[config.mk]
export PLATFORM = sky130hd
export DESIGN_NAME = light_curtain_status_indicators
export DESIGN_NICKNAME = d
export VERILOG_FILES = /design/src/rtl/indicator_pkg.sv /design/src/rtl/light_curtain_status_indicators.sv
export SDC_FILE = /design/constraint.sdc
export NUM_CORES = 1
export LEC_CHECK = 0
export BUFFER_PORTS_ARGS = -buffer_cell sky130_fd_sc_hd__buf_2
export CAP_MARGIN = 20
export CORE_MARGIN = 1
export CORE_UTILIZATION = 58
export CTS_BUF_LIST = sky130_fd_sc_hd__clkbuf_4
export DETAILED_ROUTE_END_ITERATION = 6
export GPL_TIMING_DRIVEN = 0
export HOLD_SLACK_MARGIN = 0.08
export PLACE_DENSITY_LB_ADDON = 0.2
export SYNTH_ARGS = -nofsm -noshare
export SYNTH_HDL_FRONTEND = slang
export SYNTH_SLANG_ARGS = --single-unit
[constraint.sdc]
create_clock -name i_mclk -period 2.3 [get_ports i_mclk]
set_clock_uncertainty 0.15 [all_clocks]
set_input_delay 0.23 -clock i_mclk [delete_from_list [all_inputs] [get_ports i_mclk]]
set_output_delay 0.23 -clock i_mclk [all_outputs]
set_load 0.005 [all_outputs]
[src/rtl/indicator_pkg.sv]
package indicator_pkg;
  // ---------------------------------------------------------------
  // Timing
  // ---------------------------------------------------------------
  localparam int unsigned CLK_HZ          = 40_000_000;
  localparam int unsigned CLK_PERIOD_NS   = 25;
  localparam int unsigned PULSE_MS        = 250;
  localparam int unsigned PAUSE_MS        = 750;
  localparam int unsigned FAST_HZ         = 10;
  localparam int unsigned SLOW_MHZ        = 500;   // 0.5 Hz in millihertz
  localparam int unsigned PULSE_CYC       = CLK_HZ / 1000 * PULSE_MS;
  localparam int unsigned PAUSE_CYC       = CLK_HZ / 1000 * PAUSE_MS;
  // Half periods: each toggle of a flashing lamp
  localparam int unsigned FAST_HALF_CYC   = CLK_HZ / (2 * FAST_HZ);
  localparam int unsigned SLOW_HALF_CYC   = CLK_HZ / 1000 * (1000_000 / (2 * SLOW_MHZ));
  localparam int unsigned BLUE_HALF_CYC   = FAST_HALF_CYC * 2;
  // ---------------------------------------------------------------
  // Thresholds and reset values
  // ---------------------------------------------------------------
  localparam logic [3:0]  LEVEL_ON_MIN    = 4'h4;
  localparam logic [3:0]  LEVEL_MAX       = 4'h8;
  localparam int unsigned BLUE_LAMPS      = 4;
  localparam logic        SSO_RESET       = 1'b0;
  // Connection pattern phases
  typedef enum logic [4:0] {
    PH_ON1  = 5'b00001,
    PH_OFF1 = 5'b00010,
    PH_ON2  = 5'b00100,
    PH_OFF2 = 5'b01000,
    PH_REST = 5'b10000
  } conn_phase_t;
endpackage : indicator_pkg

[src/rtl/light_curtain_status_indicators.sv]
// How it works
// A connection error gives two 250 ms on/off pulses then 750 ms dark on both red lamps.
// A transmitter device error flashes the transmitter red lamp at 10 Hz.
// A receiver internal error flashes the receiver red lamp at 10 Hz.
// A receiver external error flashes the receiver red lamp at 0.5 Hz.
// Without errors the receiver red lamp is steady on while the switch outputs are off.
// The receiver green lamp is on while the switch outputs are on, following them one cycle later.
// Strength 1..8 shows on four blue lamps, lamp n flashing for 2n-1, steady for 2n.
// The switch outputs may only turn on once strength has reached level 4.
// A light reception fault drives the fourth blue lamp in a bright flash mode.
// Any fully interrupted beam switches the outputs off at once.
// The transmitter green lamp is on while the transmitter is powered and running.
`timescale 1ns/1ps
module light_curtain_status_indicators
  import indicator_pkg::*;
#(
  parameter int unsigned PULSE_CYCLES = indicator_pkg::PULSE_CYC,
  parameter int unsigned PAUSE_CYCLES = indicator_pkg::PAUSE_CYC,
  parameter int unsigned FAST_CYCLES  = indicator_pkg::FAST_HALF_CYC,
  parameter int unsigned SLOW_CYCLES  = indicator_pkg::SLOW_HALF_CYC,
  parameter int unsigned BLUE_CYCLES  = indicator_pkg::BLUE_HALF_CYC
) (
  input  wire logic       i_mclk,            // System clock, 40 MHz
  input  wire logic       i_resetn,          // Async reset, active low
  input  wire logic       i_tx_powered,      // Transmitter running
  input  wire logic       i_tx_dev_err,      // Transmitter device error
  input  wire logic       i_conn_err,        // Connection error
  input  wire logic       i_rx_int_err,      // Receiver internal error
  input  wire logic       i_rx_ext_err,      // Receiver external error
  input  wire logic       i_rx_fault,        // Light reception fault
  input  wire logic       i_beam_blocked,    // A beam fully interrupted
  input  wire logic [3:0] i_level,           // Reception strength 0..8
  output logic            o_tx_red,          // Transmitter red lamp
  output logic            o_tx_green,        // Transmitter green lamp
  output logic            o_rx_red,          // Receiver red lamp
  output logic            o_rx_green,        // Receiver green lamp
  output logic [3:0]      o_rx_blue,         // Receiver blue bar
  output logic            o_rx_blue4_bright, // Bright drive, fourth blue
  output logic            o_safety_switch_output // Switch outputs on
);
  import indicator_pkg::*;

  // ---------------------------------------------------------------
  // State
  // ---------------------------------------------------------------
  typedef struct packed {
    logic [31:0] conn_cnt;
    conn_phase_t phase;
    logic [31:0] fast_cnt;
    logic        fast;
    logic [31:0] slow_cnt;
    logic        slow;
    logic [31:0] blue_cnt;
    logic        blue;
    logic        sso;
    logic        tx_red;
    logic        tx_green;
    logic        rx_red;
    logic        rx_green;
    logic [3:0]  rx_blue;
    logic        bright;
  } state_t;

  state_t st_q, st_d;
  logic   conn_lit;
  logic   phase_end;

  // Phase is lit during the two on slots only
  assign conn_lit  = (st_q.phase == PH_ON1) || (st_q.phase == PH_ON2);
  assign phase_end = (st_q.phase == PH_REST) ? (st_q.conn_cnt >= PAUSE_CYCLES - 1)
                                             : (st_q.conn_cnt >= PULSE_CYCLES - 1);

  // ---------------------------------------------------------------
  // Next state
  // ---------------------------------------------------------------
  always_comb begin
    st_d = st_q;
    // Connection pattern sequencer, restarted when no error so it opens lit
    if (!i_conn_err) begin
      st_d.conn_cnt = '0;
      st_d.phase    = PH_ON1;
    end else if (phase_end) begin
      st_d.conn_cnt = '0;
      case (st_q.phase)
        PH_ON1:  st_d.phase = PH_OFF1;
        PH_OFF1: st_d.phase = PH_ON2;
        PH_ON2:  st_d.phase = PH_OFF2;
        PH_OFF2: st_d.phase = PH_REST;
        PH_REST: st_d.phase = PH_ON1;
        default: st_d.phase = PH_ON1;
      endcase
    end else begin
      st_d.conn_cnt = st_q.conn_cnt + 32'h1;
    end
    // Free-running flash generators, shared by all lamps to keep them in step
    if (st_q.fast_cnt >= FAST_CYCLES - 1) begin
      st_d.fast_cnt = '0;
      st_d.fast     = ~st_q.fast;
    end else begin
      st_d.fast_cnt = st_q.fast_cnt + 32'h1;
    end
    if (st_q.slow_cnt >= SLOW_CYCLES - 1) begin
      st_d.slow_cnt = '0;
      st_d.slow     = ~st_q.slow;
    end else begin
      st_d.slow_cnt = st_q.slow_cnt + 32'h1;
    end
    if (st_q.blue_cnt >= BLUE_CYCLES - 1) begin
      st_d.blue_cnt = '0;
      st_d.blue     = ~st_q.blue;
    end else begin
      st_d.blue_cnt = st_q.blue_cnt + 32'h1;
    end
    // Switch outputs: off wins over on, so a blocked beam is never masked
    if (i_beam_blocked || i_rx_int_err || i_rx_ext_err || i_conn_err || i_rx_fault) begin
      st_d.sso = 1'b0;
    end else if (i_level >= LEVEL_ON_MIN) begin
      st_d.sso = 1'b1;
    end
    // Transmitter lamps
    if (!i_tx_powered) begin
      st_d.tx_red   = 1'b0;
      st_d.tx_green = 1'b0;
    end else begin
      st_d.tx_green = 1'b1;
      if (i_conn_err) begin
        st_d.tx_red = conn_lit;
      end else if (i_tx_dev_err) begin
        st_d.tx_red = st_q.fast;
      end else begin
        st_d.tx_red = 1'b0;
      end
    end
    // Receiver red: connection, internal, external, then output state
    if (i_conn_err) begin
      st_d.rx_red = conn_lit;
    end else if (i_rx_int_err) begin
      st_d.rx_red = st_q.fast;
    end else if (i_rx_ext_err) begin
      st_d.rx_red = st_q.slow;
    end else begin
      st_d.rx_red = ~st_q.sso;
    end
    st_d.rx_green = st_q.sso;
    // Blue bar, lamp n for levels 2n-1 and 2n
    for (int n = 1; n <= BLUE_LAMPS; n++) begin
      if (i_level > 4'(2 * n)) begin
        st_d.rx_blue[n-1] = 1'b0;
      end else if (i_level == 4'(2 * n)) begin
        st_d.rx_blue[n-1] = 1'b1;
      end else if (i_level == 4'(2 * n - 1)) begin
        st_d.rx_blue[n-1] = st_q.blue;
      end else begin
        st_d.rx_blue[n-1] = 1'b0;
      end
    end
    // Reception fault overrides the bar; only the top lamp flashes bright
    st_d.bright = i_rx_fault;
    if (i_rx_fault) begin
      st_d.rx_blue = {st_q.fast, 3'h0};
    end
  end

  // ---------------------------------------------------------------
  // Registers
  // ---------------------------------------------------------------
  always_ff @(posedge i_mclk or negedge i_resetn) begin
    if (!i_resetn) begin
      st_q       <= '0;
      st_q.phase <= PH_ON1;
      st_q.sso   <= SSO_RESET;
    end else begin
      st_q <= st_d;
    end
  end

  assign o_tx_red               = st_q.tx_red;
  assign o_tx_green             = st_q.tx_green;
  assign o_rx_red               = st_q.rx_red;
  assign o_rx_green             = st_q.rx_green;
  assign o_rx_blue              = st_q.rx_blue;
  assign o_rx_blue4_bright      = st_q.bright;
  assign o_safety_switch_output = st_q.sso;
endmodule : light_curtain_status_indicators

# Word-level counts from Yosys, hierarchy flattened
# Cells that the tools add are included.
# W data, S select, Z words.
[word_totals]
ff_bits = 146
latch_bits = 0
ram_bits = 0
romBits = 0
in_bits = 13
output_inout_bits = 10
word_cells = 82
memories = 0
[classes]
addsub = 4
multipliers = 0
div_mod_pow = 0
n_lt_le_gt_ge = 10
eq_ne = 14
n_shift = 0
n_mux = 29
bitwise_logic = 4
n_reduce_logical = 6
[op_table]
columns = ["operator", "count"]
rows = [
  ["$add A32 B1 Y32 const B", 4],
  ["$mux W32", 4],
  ["$mux W37", 1],
  ["$ge A32 B21 Y1 const B", 1],
  ["$ge A32 B22 Y1 const B", 1],
  ["$ge A32 B24 Y1 const B", 1],
  ["$ge A32 B25 Y1 const B", 1],
  ["$ge A32 B26 Y1 const B", 1],
  ["$mux W1", 20],
  ["$pmux W5 S4", 1],
  ["$eq A4 B3 Y1 const B", 4],
  ["$eq A4 B2 Y1 const B", 2],
  ["$gt A4 B3 Y1 const B", 2],
  ["$eq A5 B1 Y1 const B", 1],
  ["$eq A5 B2 Y1 const B", 1],
  ["$eq A5 B3 Y1 const B", 1],
  ["$eq A5 B4 Y1 const B", 1],
  ["$eq A5 B5 Y1 const B", 1],
  ["$logic_or A1 B1 Y1", 5],
  ["$mux W5", 1],
  ["$eq A4 B1 Y1 const B", 1],
  ["$eq A4 B4 Y1 const B", 1],
  ["$ge A4 B3 Y1 const B", 1],
  ["$gt A4 B2 Y1 const B", 1],
  ["other kinds (6)", 9],
]

# Depth between registers and ports, before layout
# Gate-level depths: netlist of the first run.
[depth]
word_depth = 5
mapped_depth = 9
mapped_depth_nobuf = 7

# Worst setup path before layout of the first run
# No wires, ideal clock.
[synth_timing]
path_type = "register to register"
start = "register st_q[135] in the netlist's numbering"
end = "register st_q[112] in the netlist's numbering"
setup_ns = 0.127
arrival_time_ns = 1.899
required_ns = 2.023
path_slack_ns = 0.124
stages_incl_launch_ff = 8
n_path_buf = 1
period_less_slack_ns = 2.176
path_cell_list = "dfrtp_1 > or3b_1 > nor2_2 > nand3_1 > o311a_1 > a21oi_2 > buf_6 > mux2_1"
[synth_between]
elab_chain_len = 3
elab_cells_between_ends = 4
classes_between = "2 x order compare; 1 x eq/ne; 1 x mux"
[synth_lines]
columns = ["element", "line", "text"]
rows = [
  ["start: declaration", "light_curtain_status_indicators.sv:64", "state_t st_q, st_d;"],
  ["start signal: assignment", "light_curtain_status_indicators.sv:173", "st_q <= st_d;"],
  ["$ge A32 B24 Y1 / $ge A32 B25 Y1 (equally long branches)", "light_curtain_status_indicators.sv:71, light_curtain_status_indicators.sv:70", ""],
  ["$mux W1 (*)", "light_curtain_status_indicators.sv:70", "assign phase_end = (st_q.phase == PH_REST) ? (st_q.conn_cnt >= PAUSE_CYCLES - 1)"],
  ["$ne A2 B1 Y1 (no source line) (*)", "--", ""],
]
# Mark *: on every way between the ends. The rest lies on a longest branch, timed or not.
# A chain may end at the register's enable or synchronous reset.

# Worst setup path after layout of the first run
# Same ends and word-level chain as after synthesis.

==> flow_metrics.py, run 1 <==
metrics = {
    "final_layout": {
        "area_delta_synth_final_pct": 17.36,
        "fillers": 750,
        "drive_above_1_share": 0.1519,
        "num_antenna_cells": 0,
        "final_nets": 728,
    },
    "pwr": {
        "total_power_mw": 4.478,
        "combPwrFrac": 0.045,
        "p_sw_mw": 1.102,
        "seqPwrFrac": 0.596,
        "switching_share": 0.2461,
        "ir_worst_vdd_v": 0.0005634,
        "power_leakage_nw": 3.129,
        "p_int_mw": 3.376,
        "powerDensity_nw_per_um2": 597.6,
        "clkPwrFrac": 0.359,
    },
    "routing": {
        "wl_met3_um": 440,
        "vias": 4586,
        "viasPerCell": 5.333,
        "drt-met1-wl_um": 5394,
        "drc_errors": 0,
        "first_pass_iters": 4,
        "top_layer": "met5",
        "wl_per_cell_um": 13.77,
        "drt_wl_total_um": 11840,
        "drtAntennaViolNets": 0,
        "drt_iter0_drc": 256,
        "wl_met2_um": 5766,
    },
    "cts": {
        "htree_levels": 4,
        "clockBufferDepth": 2,
        "cts_tree": "done",
        "clock_sinks": 146,
        "numCtsBuffers": 17,
        "clk_pin_slew_ns": 0.13,
        "cts_root_buffer": "clkbuf_4",
        "clk_latency_ns": 0.54,
    },
    "logic_synthesis": {
        "synth-seq-cells": 146,
        "synth_area_leaders": "dfrtp_1, nor2_1, xor2_1, xnor2_1, nand3_1",
        "netlist_area_um2": 6385,
        "synth_top_area_cell": "dfrtp_1",
        "synthDistinctLibCells": 48,
        "yosysSeqAreaShare": 0.5724,
        "ys.flop_type": "dfrtp_1",
        "async_reset_ff_frac": 1.000,
        "synth_top_area_frac": 0.5683,
        "syn_area_per_cell_um2": 10.45,
        "synth_common_cells": "dfrtp_1, nor2_1, xor2_1",
        "synthCells": 611,
        "synth-edff-count": 0,
        "synth.most_common_cell": "dfrtp_1",
        "yosys_warnings": 0,
    },
    "timing": {
        "fin_setup_tns_ns": 0,
        "worst_pin_slew_ns": 0.7279,
        "hold_viol_final": 0,
        "maxSlewViolCount": 0,
        "maxSlewHeadroom": 0.5147,
        "min_period_over_period": 0.9658,
        "min_period_ns": 2.221,
        "hold_ws_ns": 0.1412,
        "setup_viol": 0,
        "max_freq_mhz": 450.2,
    },
    "run_status": {
        "status": "completed",
    },
    "floorplan": {
        "initial_core_util": 0.6076,
        "die_h_um": 106.9,
        "io_pins": 23,
        "dieArea_um2": 11430,
        "die_width_um": 106.9,
        "rows": 37,
        "core_area_um2": 10510,
    },
    "place": {
        "hpwl_um": 7646,
        "gp_congestion": 0.8225,
        "port-buffer-count": 22,
    },
    "global_routing": {
        "grt_max_degree": 82,
        "overflow": 0,
        "grt_pass1_wl_um": 19600,
        "first_global_vias": 4512,
        "grt_antenna_before_repair": 1,
        "gr-usage-all-layers": 0.2214,
    },
    "worst_setup_path": {
        "path_cells": "or3b_4 > nor2_2 > nand3_1 > o311a_1 > a21oi_4 > buf_6 > mux2_1",
        "end_kind": "register",
        "setup.worst_path.start_class": "register",
        "cpPeakStageDelay_ns": 0.43,
        "worstPathRequired_ns": 2.57,
        "crit_slowest_cell": "dfrtp_2",
        "critPathBufInv": 1,
        "crit_type": "register to register",
        "cpLargestDelayFamily": "simple AND/OR/NAND/NOR gates",
        "arrival_ns": 2.49,
        "critical_path_peak_fanout": 7,
    },
    "hold_path": {
        "hold_class": "input pin to asynchronous set/reset pin",
    },
    "run": {
        "drv_cap": 0,
    },
}
[stage by stage]
step,cell area (µm²),instances,util,setup WS (ns)
after global placement,6789,802,0.6460,-1.072
after detailed placement,6823,803,0.6492,-0.2761
final,7493,860,0.7131,0.07857
after CTS,7375,856,0.7018,0.002550
after global routing,7493,860,0.7131,-0.02336
after floorplan,6509,644,-,0.1235
[state kept, by name (all words and copies together) (netlist names)]
signal                  cells
o_tx_red                    1
st_q                      136
o_rx_blue                   4
o_safety_switch_output      1
o_rx_green                  1
o_tx_green                  1
o_rx_blue4_bright           1
o_rx_red                    1
[final timing paths]
| path | startpoint | endpoint | slack, ns | depth (start not counted) |
|---|---|---|---|---|
| min in group i_mclk | i_tx_powered | o_tx_green$_DFF_PN0_ | 0.21 | 2 |
| worst max register to register | st_q[135]$_DFF_PN0_ | st_q[112]$_DFFE_PN0P_ | 0.08 | 7 |
| max in group asynchronous | i_resetn | st_q[109]$_DFFE_PN1P_ | 1.06 | 3 |
| worst min register to register | st_q[43]$_DFFE_PN0N_ | st_q[43]$_DFFE_PN0N_ | 0.34 | 1 |
| worst max-delay path | st_q[135]$_DFF_PN0_ | st_q[112]$_DFFE_PN0P_ | 0.08 | 7 |
| worst min-delay path | i_resetn | st_q[53]$_DFF_PN0_ | 0.14 | 2 |
[layer usage]
layer,vias up,global-route usage
met3,19,0.05593
met2,84,0.3687
li1,2245,-
met5,-,0
met4,2,0.1018
met1,2236,0.2717
[cell type report]
class	instances	area (µm²)	area share
buffer	17	145.1	0.01937
clock buffer	17	127.6	0.01703
clock inverter	15	158.9	0.02121
inverter	12	45.04	0.006011
multi-input combinational	467	2809	0.3749
sequential	146	3656	0.4879
tap	136	170.2	0.02271
timing repair buffer	50	381.6	0.05093
[logic make-up after synthesis]
logic type,after synthesis,synth area share
AND/OR/NAND/NOR,299,0.2265
adder cells (fa/ha/maj),4,0.007839
XOR/XNOR,90,0.1235
AO/OA/AOI/OAI,34,0.03371
buffers and inverters,31,0.02547
multiplexers,6,0.009994
other,1,0.0005873
flip-flops,146,0.5724
[placed cells by master, fill, tap and decap left out, types with 5 or more instances in the layout]
cell             n
clkbuf_4        19
a21oi_1          8
xnor2_1         38
nand4_1         20
clkinv_2         5
buf_6            6
nor4_1          13
buf_2           21
and4_1           7
nor3_1          18
dlygate4sd3_1   14
nand3_1         35
inv_1           12
nand2_1         41
dfrtp_1        144
o21ai_0          9
conb_1          34
buf_4           17
and3_1          12
xor2_1          52
nor2_1         122
[power by group through the flow]
stage	combinational [mW]	clock (mW)	sequential [mW]
2_1_floorplan	0.0790	0	2.71
3_3_place_gp	0.169	0	2.71
3_5_place_dp	0.182	0	2.71
4_1_cts	0.206	1.65	2.66
5_1_grt	0.230	1.77	2.67
6_report	0.202	1.61	2.67
[repair_timing]
item                       in CTS  in global routing
hold endpoints to repair      109                  0
setup endpoints to repair      83                 82
pin swaps                       4                  6
gates resized for setup        21                 18
setup buffers                   8                  5
hold buffers                   14                  0
Power figures use the tool's default switching activity.
==> inputs of run 2 (changes only) <==
--- a/config.mk
+++ b/config.mk
@@ -5,12 +5,12 @@
 export SDC_FILE = /design/constraint.sdc
 export NUM_CORES = 1
 export LEC_CHECK = 0
-export BUFFER_PORTS_ARGS = -buffer_cell sky130_fd_sc_hd__buf_2
 export CAP_MARGIN = 20
 export CORE_MARGIN = 1
-export CORE_UTILIZATION = 58
+export CORE_UTILIZATION = 30
 export CTS_BUF_LIST = sky130_fd_sc_hd__clkbuf_4
 export DETAILED_ROUTE_END_ITERATION = 6
+export DONT_BUFFER_PORTS = 1
 export GPL_TIMING_DRIVEN = 0
 export HOLD_SLACK_MARGIN = 0.08
 export PLACE_DENSITY_LB_ADDON = 0.2
==> run 2 against run 1 <==
  * The run now ends with hold timing left
  * Worst hold slack got worse by 0.93 ns
  * Combinational power fell by 36%
  * Final cell count rose by 14%
  * Sequential cell count did not move
  * Critical path depth did not move
  * Core utilization fell by 35 points
  * Sequential power barely moved
  * First-iteration DRC count fell by 24%
  * Cell area rose by 1.8%
  * Total power rose by 0.47%
  * Count of clock-buffer cells in the layout rose by 4
  * Critical path type unchanged
==> flow_metrics.py, run 2 (same netlist as run 1, synthesis figures left out) <==
metrics = {
    "floorplan": {
        "core_area_um2": 20960,
        "dieArea_um2": 21870,
        "initial_core_util": 0.3047,
        "die_h_um": 147.9,
        "rows": 53,
        "die_width_um": 147.9,
        "io_pins": 23,
    },
    "timing": {
        "min_period_over_period": 0.9608,
        "rsz0062_at_grt": "no",
        "hold_ws_ns": -0.7904,
        "layout_setup_ws_ns": 0.09017,
        "hold_viol_final": 146,
        "min_period_ns": 2.210,
        "maxSlewHeadroom": 0.6477,
        "max_freq_mhz": 452.5,
        "worst_pin_slew_ns": 0.5237,
        "setup_viol": 0,
        "maxSlewViolCount": 0,
    },
    "final_layout": {
        "fillers": 2119,
        "fin_util": 0.3639,
        "layout_common_cells": "dfrtp_1, nor2_1, xor2_1",
        "top_register": "st_q",
        "final_common_cell": "dfrtp_1",
        "largest_register_ff_count": 136,
        "drive_above_1_share": 0.1314,
        "final_nets": 713,
        "area_delta_synth_final_pct": 19.44,
    },
    "cts": {
        "cts_tree": "done",
        "cts-hold-fix-buffers": 14,
        "clk_latency_ns": 0.55,
        "clockBufferDepth": 2,
        "htree_levels": 4,
        "clock_sinks": 146,
        "numCtsBuffers": 17,
        "cts_root_buffer": "clkbuf_4",
        "clk_pin_slew_ns": 0.13,
    },
    "place": {
        "pre_cts_slack_ns": -0.3120,
        "gp_congestion": 0.7978,
        "port-buffer-count": 0,
        "hpwl_um": 7921,
    },
    "worst_setup_path": {
        "r2r_start": "st_q[114]$_DFF_PN0_",
        "arrival_ns": 2.50,
        "setup.worst_path.start_class": "register",
        "crit_type": "register to register",
        "end_kind": "register",
        "path_cells": "ha_2 > and3_4 > a41oi_2 > o311a_1 > a21oi_2 > buf_4 > mux2_2",
        "critical_path_peak_fanout": 3,
        "crit_slowest_cell": "dfrtp_1",
        "worstPathRequired_ns": 2.59,
        "critPathBufInv": 1,
        "cp-startpoint": "st_q[114]$_DFF_PN0_",
        "cpPeakStageDelay_ns": 0.39,
        "cpLargestDelayFamily": "compound AO/OA/AOI/OAI gates",
    },
    "global_routing": {
        "grt_antenna_before_repair": 2,
        "first_global_vias": 4452,
        "gr-usage-all-layers": 0.1232,
        "grt_max_degree": 147,
        "grt_pass1_wl_um": 21190,
        "overflow": 0,
    },
    "routing": {
        "drtAntennaViolNets": 0,
        "drt_wl_total_um": 12400,
        "wl_per_cell_um": 12.61,
        "first_pass_iters": 4,
        "viasPerCell": 4.501,
        "vias": 4429,
        "drc_errors": 0,
        "drt_iter0_drc": 194,
    },
    "pwr": {
        "power_leakage_nw": 3.080,
        "powerDensity_nw_per_um2": 590.0,
        "ir_worst_vdd_v": 0.0002528,
    },
    "hold_path": {
        "hold_class": "input pin to asynchronous set/reset pin",
    },
    "run": {
        "drv_cap": 0,
    },
    "run_status": {
        "status": "finished with violations",
        "violations": "hold timing",
    },
}
-- run 2: cell types whose count changed in the layout (fill, tap and decap cells not counted), sizes merged --
cell / change
clkinvlp: +1
diode: +1
inv: -4
clkbuf: +3
buf: -14
clkinv: -3
bufinv: +1
-- run 2: layout make-up --
class	count	area (µm²)	area share
clock buffer	21	157.7	0.02067
timing repair buffer	34	321.6	0.04217
buffer	18	146.4	0.01920
multi-input combinational	467	2816	0.3693
sequential	146	3656	0.4794
antenna	1	2.502	0.0003281
inverter	12	45.04	0.005906
clock inverter	10	136.4	0.01788
tap	275	344.1	0.04512
-- run 2: final timing paths --
kind	slack (ns)	depth (start not counted)	end
min reg2reg	0.35	1	st_q[43]$_DFFE_PN0N_
min	-0.79	0	st_q[135]$_DFF_PN0_
max	0.09	7	st_q[111]$_DFFE_PN0P_
max reg2reg	0.09	7	st_q[111]$_DFFE_PN0P_
min in group i_mclk	0.26	3	o_rx_blue[1]$_DFF_PN0_
max in group asynchronous	2.53	0	st_q[95]$_DFF_PN0_
-- run 2: where the power goes --
group / switching [mW] / total, mW / internal, mW
Clock: 0.912 / 1.70 / 0.792
Sequential: 0.0358 / 2.67 / 2.63
Combinational: 0.0614 / 0.130 / 0.0681
Total: 1.01 / 4.50 / 3.49
-- run 2: per-layer routing --
layer | vias to the layer above | GRT usage | part of all wire
met2 | 44 | 0.1986 | 0.47
met1 | 2159 | 0.1551 | 0.48
met4 | 2 | 0.04588 | 0.016
met3 | 19 | 0.03796 | 0.033
li1 | 2205 | - | -
met5 | - | 0 | 0.00097
-- run 2: what timing repair did --
action,4_1_cts,5_1_grt
pin swaps,3,11
setup endpoints to repair,91,95
gates cloned,0,2
resized for setup,21,24
buffers inserted,11,7
hold endpoints to repair,157,146
-- run 2: metrics by stage --
step | total power, mW | cell area [µm²] | TNS (ns) | cells
2_1_floorplan | 2.785 | 6509 | 0 | 644
3_3_place_gp | 2.809 | 6853 | -12.02 | 919
3_5_place_dp | 2.813 | 6853 | -14.10 | 919
4_1_cts | 4.571 | 7441 | 0 | 974
5_1_grt | 4.708 | 7626 | 0 | 984
6_report | 4.499 | 7626 | 0 | 984
==> inputs of run 3 (changes only) <==
--- a/config.mk
+++ b/config.mk
@@ -5,6 +5,7 @@
 export SDC_FILE = /design/constraint.sdc
 export NUM_CORES = 1
 export LEC_CHECK = 0
+export ABC_AREA = 1
 export CAP_MARGIN = 20
 export CORE_MARGIN = 1
 export CORE_UTILIZATION = 30
==> run 3 against run 2 <==
  * The run still ends with hold timing left
  * Core utilization fell by 1.7 points
  * Cell area rose by 6.5%
  * Worst hold slack got worse by 0.0044 ns
  * Critical path depth rose by 2
  * Worst setup slack improved by 0.14 ns
  * Total power fell by 3.8%
  * Synthesized cell count rose by 38%
  * First-iteration DRC count rose by 51%
  * Sequential cell count did not move
  * Via count rose by 21%
  * Final cell count rose by 27%
  * Critical endpoint is now st_q[68]$_DFF_PN0_
==> flow_metrics.py, run 3 <==
metrics = {
    "timing": {
        "min_period_ns": 2.068,
        "maxSlewViolCount": 0,
        "fin_setup_tns_ns": 0,
        "setup_viol": 0,
        "min_period_over_period": 0.8991,
        "max_freq_mhz": 483.5,
        "hold_viol_final": 146,
        "hold_ws_ns": -0.7948,
        "rsz0062_at_grt": "no",
    },
    "final_layout": {
        "final_common_cell": "nor2_1",
        "design_area_um2": 8124,
        "area_delta_synth_final_pct": 13.87,
        "fin_util": 0.3471,
        "fillers": 2490,
        "largest_register_ff_count": 136,
        "drive_above_1_share": 0.08836,
        "layout_common_cells": "nor2_1, nand2_1, dfrtp_1",
        "top_register": "st_q",
        "final_nets": 932,
    },
    "cts": {
        "clk_pin_slew_ns": 0.14,
        "cts_tree": "done",
        "numCtsBuffers": 17,
        "clock_sinks": 146,
        "clockBufferDepth": 2,
        "cts-hold-fix-buffers": 18,
        "clk_latency_ns": 0.54,
        "cts_root_buffer": "clkbuf_4",
        "htree_levels": 4,
    },
    "hold_path": {
        "hold_class": "input pin to asynchronous set/reset pin",
    },
    "logic_synthesis": {
        "yosys_warnings": 0,
        "syn_area_per_cell_um2": 8.463,
        "synth_area_leaders": "dfrtp_1, nor2_1, nand2_1, xor2_1, inv_1",
        "synth_common_cells": "nor2_1, nand2_1, dfrtp_1",
        "netlist_area_um2": 7134,
        "ys.flop_type": "dfrtp_1",
        "synth-edff-count": 0,
        "synth.most_common_cell": "nor2_1",
        "synthDistinctLibCells": 45,
        "async_reset_ff_frac": 1.000,
        "synth_top_area_cell": "dfrtp_1",
        "synth-seq-cells": 146,
        "yosysSeqAreaShare": 0.5123,
        "synthCells": 843,
        "synth_top_area_frac": 0.5086,
    },
    "place": {
        "hpwl_um": 9809,
        "port-buffer-count": 0,
        "placed_area_um2": 7657,
        "gp_congestion": 0.8269,
    },
    "worst_setup_path": {
        "cp-startpoint": "st_q[44]$_DFF_PN0_",
        "ff2ff_setup_slack_ns": 0.23,
        "end_kind": "register",
        "r2r_cells": 9,
        "crit_type": "register to register",
        "setup.worst_path.start_class": "register",
        "r2r_start": "st_q[44]$_DFF_PN0_",
        "arrival_ns": 2.34,
        "worstPathRequired_ns": 2.58,
        "reg2reg_to": "st_q[68]$_DFF_PN0_",
        "critical_path_peak_fanout": 10,
    },
    "routing": {
        "drtAntennaViolNets": 0,
        "vias": 5375,
        "first_pass_iters": 4,
        "drc_errors": 0,
        "drt_wl_total_um": 14200,
        "wl_per_cell_um": 11.38,
        "drt_iter0_drc": 292,
        "viasPerCell": 4.307,
    },
    "global_routing": {
        "grt_max_degree": 147,
        "grt_pass1_wl_um": 24920,
        "first_global_vias": 5358,
        "overflow": 0,
        "gr-usage-all-layers": 0.1289,
        "grt_antenna_before_repair": 2,
    },
    "pwr": {
        "powerDensity_nw_per_um2": 532.6,
        "ir_worst_vdd_v": 0.0002797,
        "power_leakage_nw": 3.346,
        "total_power_mw": 4.327,
    },
    "run_status": {
        "status": "finished with violations",
        "violations": "hold timing",
    },
    "floorplan": {
        "die_h_um": 156.2,
        "io_pins": 23,
        "dieArea_um2": 24400,
        "die_width_um": 156.2,
        "rows": 56,
        "core_area_um2": 23400,
        "initial_core_util": 0.3049,
    },
    "run": {
        "drv_cap": 0,
    },
}
## run 3: kinds of logic (layout without fill, tap and decap cells)
kind of cell | count (synthesis) | after routing | share of synthesized area
and+or+nand+nor | 484 | 484 | 0.3101
adders and majority gates | 4 | 4 | 0.007015
xor gates and xnor gates | 57 | 57 | 0.06998
AOI/OAI and AO/OA | 40 | 40 | 0.03367
other | 1 | 35 | 0.0005256
DFF | 146 | 146 | 0.5123
buffers and inverters | 111 | 163 | 0.06647
## run 3: cell type report
cell class	count	area [µm²]	share of cell area
well taps	319	399.1	0.04913
plain buffers	15	113.9	0.01402
clock buffers	18	135.1	0.01663
flip-flops and latches	146	3655	0.4499
multi-input cells	619	3136	0.3860
clock inverters	14	127.6	0.01571
repair buffers	20	195.2	0.02403
inverters	96	360.3	0.04436
diodes	1	2.502	0.0003080
## run 3: worst max path at each step
stage / slack (ns) / endpoint / cells after the start
after floorplan: 0.53 / st_q[138]$_DFF_PN0_ / 13
after global placement: 0.17 / st_q[67]$_DFF_PN0_ / 9
after detailed placement: 0.18 / st_q[67]$_DFF_PN0_ / 9
after CTS: 0.16 / st_q[68]$_DFF_PN0_ / 9
after global routing: 0.03 / st_q[138]$_DFF_PN0_ / 13
final: 0.23 / st_q[68]$_DFF_PN0_ / 9
## run 3: worst max-delay path, stage by stage (launching register included)
cell and delay [ns]:
dfrtp_1 0.41, ha_1 0.20, nand3_1 0.18, nor3_4 0.25
nand2_1 0.09, o211ai_1 0.10, nand2_1 0.12, nand2_2 0.23
buf_6 0.20, nor2_1 0.06
## run 3: report_power, final
group,switching (mW),internal (mW)
registers,0.0267,2.62
clock network,0.994,0.561
logic,0.0626,0.0587
total,1.08,3.24
## run 3: timing repair
action                                 CTS  global route
setup endpoints to repair                0             9
resized for setup                        0             1
endpoints found under the hold margin  185           146
buffers inserted                         0             2
## run 3: layer usage
metal | routed length [µm] | global-route usage | vias to the layer above
met3 | 426 | 0.03240 | 12
met5 | 13 | 0 | -
li1 | - | - | 2809
met4 | 167 | 0.04622 | 2
met2 | 6433 | 0.2026 | 54
met1 | 7161 | 0.1713 | 2498
## run 3: per-stage QoR
step                      std cells  hold WS [ns]  setup slack [ns]
after floorplan                 876       -0.2156            0.5341
after CTS                      1245       -0.8811            0.1590
final                          1248       -0.7948            0.2320
after global placement         1195       -0.2130            0.1734
after global routing           1248       -0.8940           0.03426
after detailed placement       1195       -0.2127            0.1778
